**src/verilog/serial_port_pkg.sv**
```systemverilog
// Purpose: shared constants and carriers for the multimode serial port
// Assumes: single 125 MHz clock, synchronous active-high reset
// Notes: pin directions follow the active operating mode
package serial_port_pkg;

    // ****************************************
    // modes and rate sources
    // ****************************************
    typedef enum logic [1:0] {
        MODE_SYNC = 2'h0,
        MODE_ASYNC8 = 2'h1,
        MODE_ASYNC9_FIXED = 2'h2,
        MODE_ASYNC9_VAR = 2'h3
    } mode_type;

    localparam logic [1:0] SRC_TIMER_ONE = 2'h0;
    localparam int SYNC_DIV = 12;
    localparam int SYNC_HALF = 6;
    localparam int FIXED_DIV_SLOW = 4;
    localparam int FIXED_DIV_FAST = 2;
    localparam int OVERSAMPLE = 16;
    localparam logic [3:0] SAMPLE_POINT = 4'h7;
    localparam logic [3:0] OVS_LAST = 4'hF;
    localparam logic [7:0] NARROW_TOP = 8'hFF;
    localparam logic [15:0] WIDE_TOP = 16'hFFFF;
    localparam logic [3:0] SYNC_BITS = 4'h8;
    localparam logic [3:0] DATA_BITS = 4'h8;

    // ****************************************
    // software control, status and narrow timer carriers
    // ****************************************
    typedef struct packed {
        mode_type mode;
        logic addr_filter_enable;
        logic rx_enable_bit;
        logic tx_ninth_bit;
        logic rate_double_select;
        logic tx_rate_source_hi;
        logic tx_rate_source_lo;
        logic rx_rate_source_hi;
        logic rx_rate_source_lo;
        logic [7:0] slave_address_reg;
        logic [7:0] slave_address_mask;
    } control_type;

    typedef struct packed {
        logic tx_done_flag;
        logic rx_done_flag;
        logic rx_ninth_bit;
        logic framing_error_flag;
        logic rx_overrun_flag;
        logic tx_busy;
    } status_type;

    typedef struct packed {
        logic [7:0] reload;
        logic [7:0] count;
    } narrow_timer_type;

endpackage

```
**src/verilog/multimode_serial_port.sv**
```systemverilog
// Purpose: four-mode serial port with receive holding register and address filter
// Assumes: software strobes are one-cycle pulses on clk; pins are asynchronous
// Notes: timer ticks are on-clock enables; serial_in_pin passes two flip-flops
// What this block does
// - keep a received byte in a holding register; flag overrun and keep old byte when async frame ends with done set, filter off
// - one data port: write feeds transmit, read returns receive register
// - set tx and rx done flags; only software writes clear them
// - mode field picks sync mode or three async modes
// - mode 0 carries data half-duplex on receive pin, clock on transmit pin
// - mode 0 write sends eight bits lsb first, done after eighth bit
// - mode 0 receive starts with enable set, done clear; halts after byte
// - mode 0 rate is clock over twelve, data pin open-drain
// - mode 1 frame is start, eight data lsb first, stop
// - async write starts transmit; done set as stop bit time begins
// - mode 1 load needs done clear and, with filtering, a high stop
// - failed load leaves buffer, ninth bit and done flag untouched
// - mode 1 rate from 8-bit or 16-bit auto-reload timer overflows
// - separate two-bit fields pick transmit and receive rate sources
// - timer overflow rate divided by sixteen gives bit rate
// - mode 2 frame adds a programmable ninth bit before stop
// - ninth bit sent from control bit; received into ninth bit field
// - mode 2 load needs done clear and filter pass on ninth bit
// - mode 2 rate is clock over 64, or over 32 when doubled
// - mode 3 is mode 2 framing with timer rates
// - masked address match compares only mask-one bits
// - broadcast address is address or mask, zeros don't care
// - low stop bit sets framing error in async modes
module multimode_serial_port (
    input wire logic clk,
    input wire logic rst,
    input wire serial_port_pkg::control_type ctrl,
    input wire logic data_write,
    input wire logic [7:0] data_write_value,
    input wire logic clear_tx_done,
    input wire logic clear_rx_done,
    input wire logic clear_errors,
    input wire logic [1:0] timer_tick,
    input wire logic [7:0] timer_one_reload,
    input wire logic [2:0][15:0] wide_timer_reload,
    input wire logic [2:0] wide_timer_clock,
    input wire logic serial_in_pin,
    output logic serial_in_out,
    output logic serial_in_oe,
    output logic serial_out_pin,
    output logic [7:0] serial_data_buffer,
    output serial_port_pkg::status_type status
);

    typedef enum logic [1:0] {TX_IDLE, TX_SHIFT, TX_STOP} tx_phase_type;
    typedef enum logic [1:0] {RX_IDLE, RX_SHIFT, RX_STOP} rx_phase_type;

    typedef struct packed {
        logic [1:0] pin_sync;
        logic pin_prev;
        logic [5:0] fixed_div;
        logic [3:0] sync_div;
        tx_phase_type tx_phase;
        logic [3:0] tx_ovs;
        logic [3:0] tx_count;
        logic [9:0] tx_shift;
        logic tx_line;
        logic sclk;
        logic data_oe;
        rx_phase_type rx_phase;
        logic [3:0] rx_ovs;
        logic [3:0] rx_count;
        logic [8:0] rx_shift;
        logic sync_rx;
        logic [7:0] rx_buf;
        serial_port_pkg::status_type st;
    } state_type;

    state_type s;
    state_type next_s;
    logic [3:0] overflow;

    // ****************************************
    // rate timers: one narrow, three wide
    // ****************************************
    // narrow timer instance
    rate_timer #(.WIDTH(8)) narrow_timer (
        .clk(clk),
        .rst(rst),
        .tick(timer_tick[0]),
        .reload(timer_one_reload),
        .overflow(overflow[0])
    );

    genvar g;
    generate
        for (g = 0; g < 3; g++) begin : wide
            rate_timer #(.WIDTH(16)) timer (
                .clk(clk),
                .rst(rst),
                .tick(wide_timer_clock[g] & timer_tick[1]),
                .reload(wide_timer_reload[g]),
                .overflow(overflow[g + 1])
            );
        end
    endgenerate

    function automatic logic addr_match(input logic [7:0] b, input logic [7:0] a,
                                        input logic [7:0] m);
        logic [7:0] bcast;
        bcast = a | m;
        addr_match = (((b ^ a) & m) == 8'h00) || ((b & bcast) == bcast);
    endfunction

    // ****************************************
    // next-state logic
    // ****************************************
    logic sync_mode;
    logic ninth_mode;
    logic fixed_tick;
    logic tx_rate;
    logic rx_rate;
    logic load_ok;
    logic [7:0] rx_byte;

    always_comb begin
        next_s = s;
        sync_mode = (ctrl.mode == serial_port_pkg::MODE_SYNC);
        ninth_mode = ctrl.mode[1];
        fixed_tick = ctrl.rate_double_select ?
            (s.fixed_div[1:0] == 2'(serial_port_pkg::FIXED_DIV_FAST - 1)) :
            (s.fixed_div[1:0] == 2'(serial_port_pkg::FIXED_DIV_SLOW - 1));
        tx_rate = (ctrl.mode == serial_port_pkg::MODE_ASYNC9_FIXED) ? fixed_tick :
            overflow[{ctrl.tx_rate_source_hi, ctrl.tx_rate_source_lo}];
        rx_rate = (ctrl.mode == serial_port_pkg::MODE_ASYNC9_FIXED) ? fixed_tick :
            overflow[{ctrl.rx_rate_source_hi, ctrl.rx_rate_source_lo}];
        load_ok = 1'b0;
        rx_byte = 8'h00;
        next_s.pin_sync = {s.pin_sync[0], serial_in_pin};
        next_s.pin_prev = s.pin_sync[1];
        next_s.fixed_div = fixed_tick ? 6'h00 : s.fixed_div + 6'h01;
        next_s.sync_div = (s.sync_div == 4'(serial_port_pkg::SYNC_DIV - 1)) ?
            4'h0 : s.sync_div + 4'h1;
        // software clears; hardware set below wins
        if (clear_tx_done) next_s.st.tx_done_flag = 1'b0;
        if (clear_rx_done) next_s.st.rx_done_flag = 1'b0;
        if (clear_errors) begin
            next_s.st.framing_error_flag = 1'b0;
            next_s.st.rx_overrun_flag = 1'b0;
        end
        // write to data port starts transmit
        if (data_write && s.tx_phase == TX_IDLE) begin
            next_s.tx_phase = TX_SHIFT;
            next_s.tx_ovs = 4'h0;
            next_s.tx_count = 4'h0;
            next_s.sync_div = 4'h0;
            next_s.sync_rx = 1'b0;
            next_s.tx_shift = {ninth_mode ? ctrl.tx_ninth_bit : 1'b1, data_write_value, 1'b0};
            if (sync_mode) next_s.tx_shift = {2'b11, data_write_value};
        end
        if (sync_mode) begin
            // transmit pin carries the shift clock
            if (s.tx_phase == TX_SHIFT || s.sync_rx) begin
                if (s.sync_div == 4'(serial_port_pkg::SYNC_HALF - 1)) next_s.sclk = 1'b0;
                if (s.sync_div == 4'(serial_port_pkg::SYNC_DIV - 1)) begin
                    next_s.sclk = 1'b1;
                    next_s.rx_count = s.rx_count + 4'h1;
                    if (s.tx_phase == TX_SHIFT) begin
                        next_s.tx_shift = {1'b1, s.tx_shift[9:1]};
                        next_s.tx_count = s.tx_count + 4'h1;
                        // done at end of eighth bit
                        if (s.tx_count == serial_port_pkg::SYNC_BITS - 4'h1) begin
                            next_s.tx_phase = TX_IDLE;
                            next_s.st.tx_done_flag = 1'b1;
                        end
                    end else begin
                        next_s.rx_shift = {1'b0, s.pin_sync[1], s.rx_shift[7:1]};
                        // done one cycle after eighth bit
                        if (s.rx_count == serial_port_pkg::SYNC_BITS - 4'h1) begin
                            next_s.sync_rx = 1'b0;
                            next_s.rx_phase = RX_STOP;
                        end
                    end
                end
            end else if (ctrl.rx_enable_bit && !s.st.rx_done_flag && !data_write
                         && s.rx_phase == RX_IDLE) begin
                next_s.sync_rx = 1'b1;
                next_s.rx_count = 4'h0;
                next_s.sync_div = 4'h0;
            end
            if (s.rx_phase == RX_STOP) begin
                next_s.rx_phase = RX_IDLE;
                next_s.rx_buf = s.rx_shift[7:0];
                next_s.st.rx_done_flag = 1'b1;
            end
            next_s.data_oe = (s.tx_phase == TX_SHIFT) && !next_s.tx_shift[0];
            next_s.tx_line = next_s.sclk;
        end else begin
            next_s.sclk = 1'b1;
            next_s.data_oe = 1'b0;
            next_s.sync_rx = 1'b0;
            if (s.tx_phase != TX_IDLE && tx_rate) begin
                next_s.tx_ovs = s.tx_ovs + 4'h1;
                if (s.tx_ovs == serial_port_pkg::OVS_LAST) begin
                    next_s.tx_shift = {1'b1, s.tx_shift[9:1]};
                    next_s.tx_count = s.tx_count + 4'h1;
                    if (s.tx_count == serial_port_pkg::DATA_BITS + 4'(ninth_mode)) begin
                        next_s.tx_phase = TX_STOP;
                        next_s.st.tx_done_flag = 1'b1;
                    end
                    if (s.tx_phase == TX_STOP) next_s.tx_phase = TX_IDLE;
                end
            end
            next_s.tx_line = (s.tx_phase == TX_IDLE) ? 1'b1 : s.tx_shift[0];
            if (s.rx_phase == RX_IDLE) begin
                if (ctrl.rx_enable_bit && s.pin_prev && !s.pin_sync[1]) begin
                    next_s.rx_phase = RX_SHIFT;
                    next_s.rx_ovs = 4'h0;
                    next_s.rx_count = 4'h0;
                end
            end else if (rx_rate) begin
                next_s.rx_ovs = s.rx_ovs + 4'h1;
                if (s.rx_ovs == serial_port_pkg::SAMPLE_POINT) begin
                    next_s.rx_count = s.rx_count + 4'h1;
                    if (s.rx_count == 4'h0) begin
                        if (s.pin_sync[1]) next_s.rx_phase = RX_IDLE;
                    end else if (s.rx_count <= serial_port_pkg::DATA_BITS + 4'(ninth_mode)) begin
                        next_s.rx_shift = {s.pin_sync[1], s.rx_shift[8:1]};
                    end else begin
                        // stop bit sampled
                        next_s.rx_phase = RX_IDLE;
                        if (!s.pin_sync[1]) next_s.st.framing_error_flag = 1'b1;
                        rx_byte = ninth_mode ? s.rx_shift[7:0] : s.rx_shift[8:1];
                        if (ninth_mode) begin
                            load_ok = !ctrl.addr_filter_enable || (s.rx_shift[8] &&
                                addr_match(rx_byte, ctrl.slave_address_reg,
                                           ctrl.slave_address_mask));
                        end else begin
                            load_ok = !ctrl.addr_filter_enable || s.pin_sync[1];
                        end
                        load_ok = load_ok && !s.st.rx_done_flag;
                        if (load_ok) begin
                            next_s.rx_buf = rx_byte;
                            next_s.st.rx_ninth_bit = ninth_mode ? s.rx_shift[8] : s.pin_sync[1];
                            next_s.st.rx_done_flag = 1'b1;
                        end
                        if (!ctrl.addr_filter_enable && s.st.rx_done_flag)
                            next_s.st.rx_overrun_flag = 1'b1;
                    end
                end
            end
        end
        next_s.st.tx_busy = (next_s.tx_phase != TX_IDLE);
    end

    always_ff @(posedge clk) begin
        if (rst) begin
            s <= '0;
            s.pin_sync <= 2'b11;
            s.pin_prev <= 1'b1;
            s.tx_line <= 1'b1;
            s.sclk <= 1'b1;
        end else begin
            s <= next_s;
        end
    end

    assign serial_out_pin = s.tx_line;
    assign serial_in_out = 1'b0;
    assign serial_in_oe = s.data_oe;
    assign serial_data_buffer = s.rx_buf;
    assign status = s.st;

    // ****************************************
    // assertions
    // ****************************************
    property p_done_sticky;
        @(posedge clk) disable iff (rst)
        (status.rx_done_flag && !clear_rx_done) |=> status.rx_done_flag;
    endproperty
    a_done_sticky: assert property (p_done_sticky) else $error("rx done dropped");

    property p_idle_high;
        @(posedge clk) disable iff (rst)
        (ctrl.mode != serial_port_pkg::MODE_SYNC && s.tx_phase == TX_IDLE
         && $past(s.tx_phase) == TX_IDLE && $stable(ctrl.mode)) |-> serial_out_pin;
    endproperty
    a_idle_high: assert property (p_idle_high) else $error("line not idle high");

    property p_open_drain;
        @(posedge clk) disable iff (rst)
        ctrl.mode != serial_port_pkg::MODE_SYNC |=> ##1 !serial_in_oe or
            $changed(ctrl.mode);
    endproperty
    a_open_drain: assert property (p_open_drain) else $error("data pin driven");

    property p_no_load_when_full;
        @(posedge clk) disable iff (rst)
        (status.rx_done_flag && !clear_rx_done && ctrl.mode != serial_port_pkg::MODE_SYNC)
            |=> $stable(serial_data_buffer);
    endproperty
    a_no_load_when_full: assert property (p_no_load_when_full) else $error("overwrote");

    property p_tx_starts;
        @(posedge clk) disable iff (rst)
        (data_write && s.tx_phase == TX_IDLE) |=> status.tx_busy;
    endproperty
    a_tx_starts: assert property (p_tx_starts) else $error("write did not start");

    property p_sync_byte_time;
        @(posedge clk) disable iff (rst)
        (ctrl.mode == serial_port_pkg::MODE_SYNC && data_write && s.tx_phase == TX_IDLE
         && !clear_tx_done) |-> ##[1:97] status.tx_done_flag;
    endproperty
    a_sync_byte_time: assert property (p_sync_byte_time) else $error("sync byte late");

    property p_done_after_shift;
        @(posedge clk) disable iff (rst)
        $rose(status.tx_done_flag) |-> $past(status.tx_busy);
    endproperty
    a_done_after_shift: assert property (p_done_after_shift) else $error("stray done");

    property p_ovf_reload;
        @(posedge clk) disable iff (rst)
        overflow[0] |-> $past(timer_tick[0]);
    endproperty
    a_ovf_reload: assert property (p_ovf_reload) else $error("overflow without tick");

    c_sync_tx: cover property (@(posedge clk) disable iff (rst)
        ctrl.mode == serial_port_pkg::MODE_SYNC && $rose(status.tx_done_flag));
    c_async_rx: cover property (@(posedge clk) disable iff (rst)
        ctrl.mode != serial_port_pkg::MODE_SYNC && $rose(status.rx_done_flag));
    c_frame_err: cover property (@(posedge clk) disable iff (rst)
        $rose(status.framing_error_flag));

endmodule

```
**src/verilog/rate_timer.sv**
```systemverilog
// Purpose: auto-reload timer whose rollover paces the serial bit clock
// Assumes: timer clock enable comes from logic on clk
// Notes: width parameter gives 8-bit or 16-bit flavour
module rate_timer #(
    parameter int WIDTH = 8
) (
    input wire logic clk,
    input wire logic rst,
    input wire logic tick,
    input wire logic [WIDTH-1:0] reload,
    output logic overflow
);

    typedef struct packed {
        logic [WIDTH-1:0] count;
        logic overflow;
    } timer_state_type;

    timer_state_type state;
    timer_state_type next_state;

    // ****************************************
    // rollover from all ones reloads
    // ****************************************
    always_comb begin
        next_state = state;
        next_state.overflow = 1'b0;
        if (tick) begin
            if (&state.count) begin
                next_state.count = reload;
                next_state.overflow = 1'b1;
            end else begin
                next_state.count = state.count + 1'b1;
            end
        end
    end

    always_ff @(posedge clk) begin
        if (rst) begin
            // start at top so the first tick reloads, no full-width wait
            state <= '{count: '1, overflow: 1'b0};
        end else begin
            state <= next_state;
        end
    end

    assign overflow = state.overflow;

endmodule

```
**config.mk**
```make
export PLATFORM = sky130hd
export DESIGN_NAME = multimode_serial_port
export DESIGN_NICKNAME = d
export VERILOG_FILES = /design/src/verilog/serial_port_pkg.sv /design/src/verilog/multimode_serial_port.sv /design/src/verilog/rate_timer.sv
export SDC_FILE = /design/constraint.sdc
export NUM_CORES = 1
export LEC_CHECK = 0
export BUFFER_PORTS_ARGS = -buffer_cell sky130_fd_sc_hd__buf_2
export CAP_MARGIN = 20
export CORE_ASPECT_RATIO = 0.9
export CORE_MARGIN = 2
export CORE_UTILIZATION = 42
export DETAILED_ROUTE_END_ITERATION = 16
export GPL_TIMING_DRIVEN = 0
export HOLD_SLACK_MARGIN = 0.08
export PLACE_DENSITY_LB_ADDON = 0.25
export SLEW_MARGIN = 40
export SYNTH_ARGS = -nofsm -noshare
export SYNTH_HDL_FRONTEND = slang
export SYNTH_SLANG_ARGS = --single-unit
```
**constraint.sdc**
```tcl
create_clock -name clk -period 3.6 [get_ports clk]
set_input_delay 0.18 -clock clk [delete_from_list [all_inputs] [get_ports clk]]
set_output_delay 0.18 -clock clk [all_outputs]
set_load 0.005 [all_outputs]
```
### Yosys cells after proc, flatten, opt, wreduce, memory -nomap -nowiden

Index checks and enable logic that the tools add are counted.

| operators by class | value |
|---|---|
| add/subtract/negate cells | 11 |
| $lt $le $gt $ge | 3 |
| eq/ne operators | 31 |
| mux-type cells | 104 |
| bitwise logic cells | 15 |
| reduce and logical (&&, ||, !) cells | 50 |

Operator list:

| kind | number |
|---|---|
| two-way mux 14 bit | 6 |
| two-way mux 8 bit | 9 |
| adder 16 x 1 -> 16 bit, second input constant | 3 |
| two-way mux 16 bit | 3 |
| two-way mux 24 bit | 2 |
| two-way mux 4 bit | 12 |
| AND reduction 16 bit | 3 |
| two-way mux 10 bit | 4 |
| two-way mux 2 bit | 20 |
| two-way mux 1 bit | 38 |
| two-way mux 19 bit | 2 |
| two-way mux 9 bit | 4 |
| adder 4 x 1 -> 4 bit, second input constant | 5 |
| two-way mux 20 bit | 1 |
| AND 8 bit | 2 |
| == test 4 x 3 -> 1 bit, second input constant | 4 |
| AND reduction 8 bit | 2 |
| AND reduction 7 bit | 2 |
| nonzero test 2 bit | 7 |
| two-way mux 13 bit | 1 |
| != test 3 x 1 -> 1 bit, second input constant | 4 |
| OR reduction 2 bit | 6 |
| logical AND 1 bit | 11 |
| AND reduction 9 bit | 1 |
| 28 further kinds | 62 |

| word-level totals | value |
|---|---|
| register bits after elaboration | 130 |
| output and inout bits | 17 |

### Longest topological paths before layout

| depth | value |
|---|---|
| depth after elaboration | 22 |
| mapped depth | 10 |
| gate-level depth less buffers | 8 |

### Cells and area by module

Synthesis repeated with hierarchy kept, for this count alone.

| second synthesis, totals | value |
|---|---|
| cell total of the unflattened synthesis | 897 |
| area, all modules | 7225.7 µm² |

By module, submodules not included:

| module | instances | cells an instance | area an instance (µm²) | sequential area each (µm²) |
|---|---|---|---|---|
| multimode_serial_port | 1 | 452 | 3739.8 | 1321.3 |
| rate_timer (wide[0].timer ...) | 3 | 128 | 982.2 | 340.3 |
| rate_timer (narrow_timer) | 1 | 61 | 539.3 | 180.2 |

### Worst setup path after synthesis

OpenSTA, ideal clock, no wires.

| path | value |
|---|---|
| path type | register -> register |
| from | register wide[1].timer.state[7] in the netlist's numbering |
| to | register wide[1].timer.state[1] in the netlist's numbering |
| library setup time | 0.074 ns |
| arrival | 1.902 ns |
| required time | 3.526 ns |
| setup slack | 1.624 ns |
| stages on the path, launching flop included | 9 |
| path buffers | 3 |
| cells stage by stage | dfxtp_1 nand3_1 or2_2 clkbuf_1 or3_1 clkbuf_1 buf_6 a31o_2 o21ai_0 |

| between the ends | value |
|---|---|
| cells in the longest elaborated chain, start to end | 2 |

Ends and longest elaborated chain:

| what | RTL line | RTL |
|---|---|---|
| start, declared | rate_timer.sv:19 | `timer_state_type state;` |
| start signal, assigned | rate_timer.sv:41 | `state <= '{count: '1, overflow: 1'b0};` |
| start signal, assigned | rate_timer.sv:43 | `state <= next_state;` |
| AND reduction 16 bit | rate_timer.sv:29 | `if (&state.count) begin` |
| two-way mux 16 bit | rate_timer.sv:29 |  |

No other way between the ends.
A chain may end at the register's enable or synchronous reset.

### Worst setup path after layout

| path | value |
|---|---|
| from | register s[33] in the netlist's numbering |
| to | register s[25] in the netlist's numbering |

| between the ends | value |
|---|---|
| cells in the longest elaborated chain, start to end | 4 |
| elaborated cells on any way between the ends | 9 |
| classes of those cells | eq/ne (2); mux (2); reduce/logical (5) |

Ends and longest elaborated chain:

| what | RTL line | RTL |
|---|---|---|
| start, declared | multimode_serial_port.sv:73 | `state_type s;` |
| start signal, assigned | multimode_serial_port.sv:258 | `s <= next_s;` |
| logical NOT 2 bit * | multimode_serial_port.sv:180, multimode_serial_port.sv:209 |  |
| logical AND 1 bit | multimode_serial_port.sv:180 | `&& s.rx_phase == RX_IDLE) begin` |
| != test 3 x 1 -> 1 bit (no line) | -- |  |
| AND reduction 5 bit (no line) | -- |  |

Mark *: on every way between the ends. The rest lies on a longest branch, timed or not.

==> results.sh <==
export IMPL_layout_drive_gt1_share=0.197
export IMPL_design_die_area_um2=17600
export IMPL_core_um2=16100
export IMPL_worst_hold_slack_ps=88.4
export IMPL_initial_core_util=0.430
export IMPL_synth_cell_types=70
export IMPL_fin_nets=1147
export IMPL_ctsLongestPathBuffers=2
export IMPL_ios=119
export IMPL_crit_fanout=5
export IMPL_cts_tree="built"
export IMPL_crit_start="s[33]"
export IMPL_ant_nets=0
export IMPL_grt_busiest_layer="met2"
export IMPL_gr_usage_met2=0.341
export IMPL_die_h_um=126
export IMPL_syn_area_per_cell_um2=7.85
export IMPL_rsz0062_at_grt="no"
export IMPL_drt_iter0_drc=503
export IMPL_yosysMostFrequentCell="dfxtp_1"
export IMPL_hold_start="wide_timer_reload[9]"
export IMPL_max_freq_ghz=0.417
export IMPL_fill_cells=1582
export IMPL_clock_root_buffer="clkbuf_16"
export IMPL_met1_usage=0.294
export IMPL_gr_usage_met3=0.0551
export IMPL_grt_total_usage=0.216
export IMPL_yosys_area_top_type="dfxtp_1"
export IMPL_drcViolationCount=0
export IMPL_core_rowCount=44
export IMPL_cts_sinks=126
export IMPL_syn_inst=884
export IMPL_antenna_found_initial=0
export IMPL_crit_type="flop to flop"
export IMPL_dp_hpwl_um=13600
export IMPL_report_final_setup_viol=0
export IMPL_synth_seq_area_share=0.364
export IMPL_yosys_warnings=0
export IMPL_grt_start_max_net_pins=17
export IMPL_grt_pass1_wl_um=30900
export IMPL_clock_latency_ps=420
export IMPL_vias_per_cell=5.52
export IMPL_finClkSkew_ps=9.50
export IMPL_outcome="finished clean"
export IMPL_hold_class="input port to flop"
export IMPL_finalCritPeriodShare=0.667
export IMPL_dp_cells=1208
export IMPL_reg2reg_from="s[33]"
export IMPL_place_congestion=0.854
export IMPL_cpLargestDelayFamily="simple AND/OR/NAND/NOR gates"
export IMPL_clk_pin_slew_ps=50
export IMPL_synthFlopType="dfxtp_1"
export IMPL_finalHoldViolCount=0
export IMPL_die_w_um=139
export IMPL_critPathLaunchType="flop"
export IMPL_drt_pass1_iterations=7
export IMPL_instances_no_fill=1251
export IMPL_crit_required_ps=3940
export IMPL_syn_to_final_growth_pct=22.0
export IMPL_cpPeakStageDelay_ps=540
export IMPL_syn_num_nets=998
export IMPL_worst_pin_slew_ps=840
export IMPL_grt_ovfl_total=0
export IMPL_syn_area_um2=6940
export IMPL_drt_wl_total_um=18900
export IMPL_diodes=0
export IMPL_power_leakage_nw=3.70
export IMPL_cap_violations=0
export IMPL_synthTopCellsByArea="dfxtp_1 (36%), nand2_1 (6.4%), a21oi_1 (5.3%)"
export IMPL_postCtsSetupBuffers=0
export IMPL_maxSlewViolCount=0
export IMPL_crit_chain="nor2_1, nand2_1, nor4b_1, o32ai_1, or3b_2, a21oi_1"
export IMPL_synth_top_area_frac=0.364
export IMPL_async_flop_share=0
export IMPL_cts_buffers=17
export IMPL_slowest_stage="nor4b_1"
export IMPL_ys_ff_latch=126
export IMPL_period_needed_ps=2400
export IMPL_grt_pass1_vias=6293
export IMPL_tns_ps=0
export IMPL_ys_top_cells_by_count="dfxtp_1 (126), nand2_1 (118), a21oi_1 (74)"
export IMPL_slew_limit_headroom=0.435
export IMPL_worstSetupEndpointType="flop"
export IMPL_htree_levels=4
export IMPL_path_buf_inv=0
export IMPL_postLayoutCoreUtil=0.525
export IMPL_critPathArrivalTime_ps=2740
export IMPL_synth_edf_count=0
export IMPL_wl_per_cell_um=15.1
export IMPL_ir_drop_v=0.000395
export IMPL_p_per_area_nw_per_um2=602
export IMPL_place_port_buffers=117
export IMPL_vias=6909
worst paths after layout:
path | slack (ps) | cells past startpoint | endpoint
max | 1200 | 6 | s[25]
min | 90 | 3 | wide[0].timer.state[10]
max reg2reg | 1200 | 6 | s[25]
min reg2reg | 410 | 1 | next_s[67]
stage by stage:
stage | area (µm²) | total power, mW | worst slack [ps]
6_report | 8460 | 5.09 | 1200
5_1_grt | 8460 | 5.46 | 933
4_1_cts | 8460 | 5.11 | 1230
3_5_place_dp | 7780 | 3.48 | 1240
3_3_place_gp | 7780 | 3.47 | 1260
2_1_floorplan | 6940 | 3.07 | 1620
sequential cells by signal, summed over array words and instances, names as in the netlist:
signal                 count
s                         48
status                     6
wide.timer.state          48
serial_in_oe               1
serial_data_buffer         8
wide.timer.overflow        3
serial_out_pin             1
next_s                     2
narrow_timer.state         8
narrow_timer.overflow      1
cell usage in the layout (no fill, tap or decap), types with 7 or more instances in the layout:
master and count:
nor3_1 23, xnor2_1 8, mux2_2 11, buf_2 124, nand2b_1 17, dfxtp_1 126
mux2i_1 26, o211ai_1 15, nand2_1 118, o21ai_0 54, or2_2 15, clkbuf_16 17
and3_1 15, buf_4 15, clkbuf_1 35, nand4_1 19, nor2_1 67, a31oi_1 11
dlygate4sd3_1 13, ha_1 12, a21o_1 7, nand3_1 56, or3_1 7, o22ai_1 7
inv_1 26, a21oi_1 74, and2_1 7
kinds of logic (layout without fill, tap and decap cells):
logic type / after synthesis / count (layout) / synth area share
AOI/OAI and AO/OA: 229 / 229 / 0.207
other: 1 / 1 / 0.000541
adders and majority gates: 12 / 12 / 0.0216
DFF: 126 / 126 / 0.364
xor gates and xnor gates: 13 / 13 / 0.0164
muxes: 40 / 40 / 0.0651
and+or+nand+nor: 375 / 375 / 0.265
buffers and inverters: 88 / 248 / 0.0603
routing by layer:
layer	wire, µm	vias up
met5	0	-
met4	299	0
met3	1310	26
met2	8400	249
met1	8880	3157
li1	-	3477
cell type report:
class,instances,area [µm²],area share
clock buffers,23,488,0.0577
plain buffers,61,317,0.0374
repair buffers,130,716,0.0846
multi-input cells,670,4000,0.472
clock inverters,7,62.6,0.00739
inverters,27,101,0.0120
well taps,207,259,0.0306
flip-flops and latches,126,2520,0.298
report_power, final:
part | internal, mW | switching (mW) | leakage (nW)
Sequential | 1.56 | 0.165 | 1.03
Clock | 1.01 | 0.596 | 0.274
Combinational | 0.728 | 1.04 | 2.39
Total | 3.30 | 1.80 | 3.70
worst reg2reg max path, delay by kind of cell (launching register included):
family,cells,cell delay [ps]
compound gates,2,430
flops,1,310
simple gates,4,1590
timing repair:
item | CTS | global route
hold endpoints to repair | 14 | 0
hold buffers | 13 | 0
gates resized for setup | 0 | 0
(Power assumes the default switching activity.)
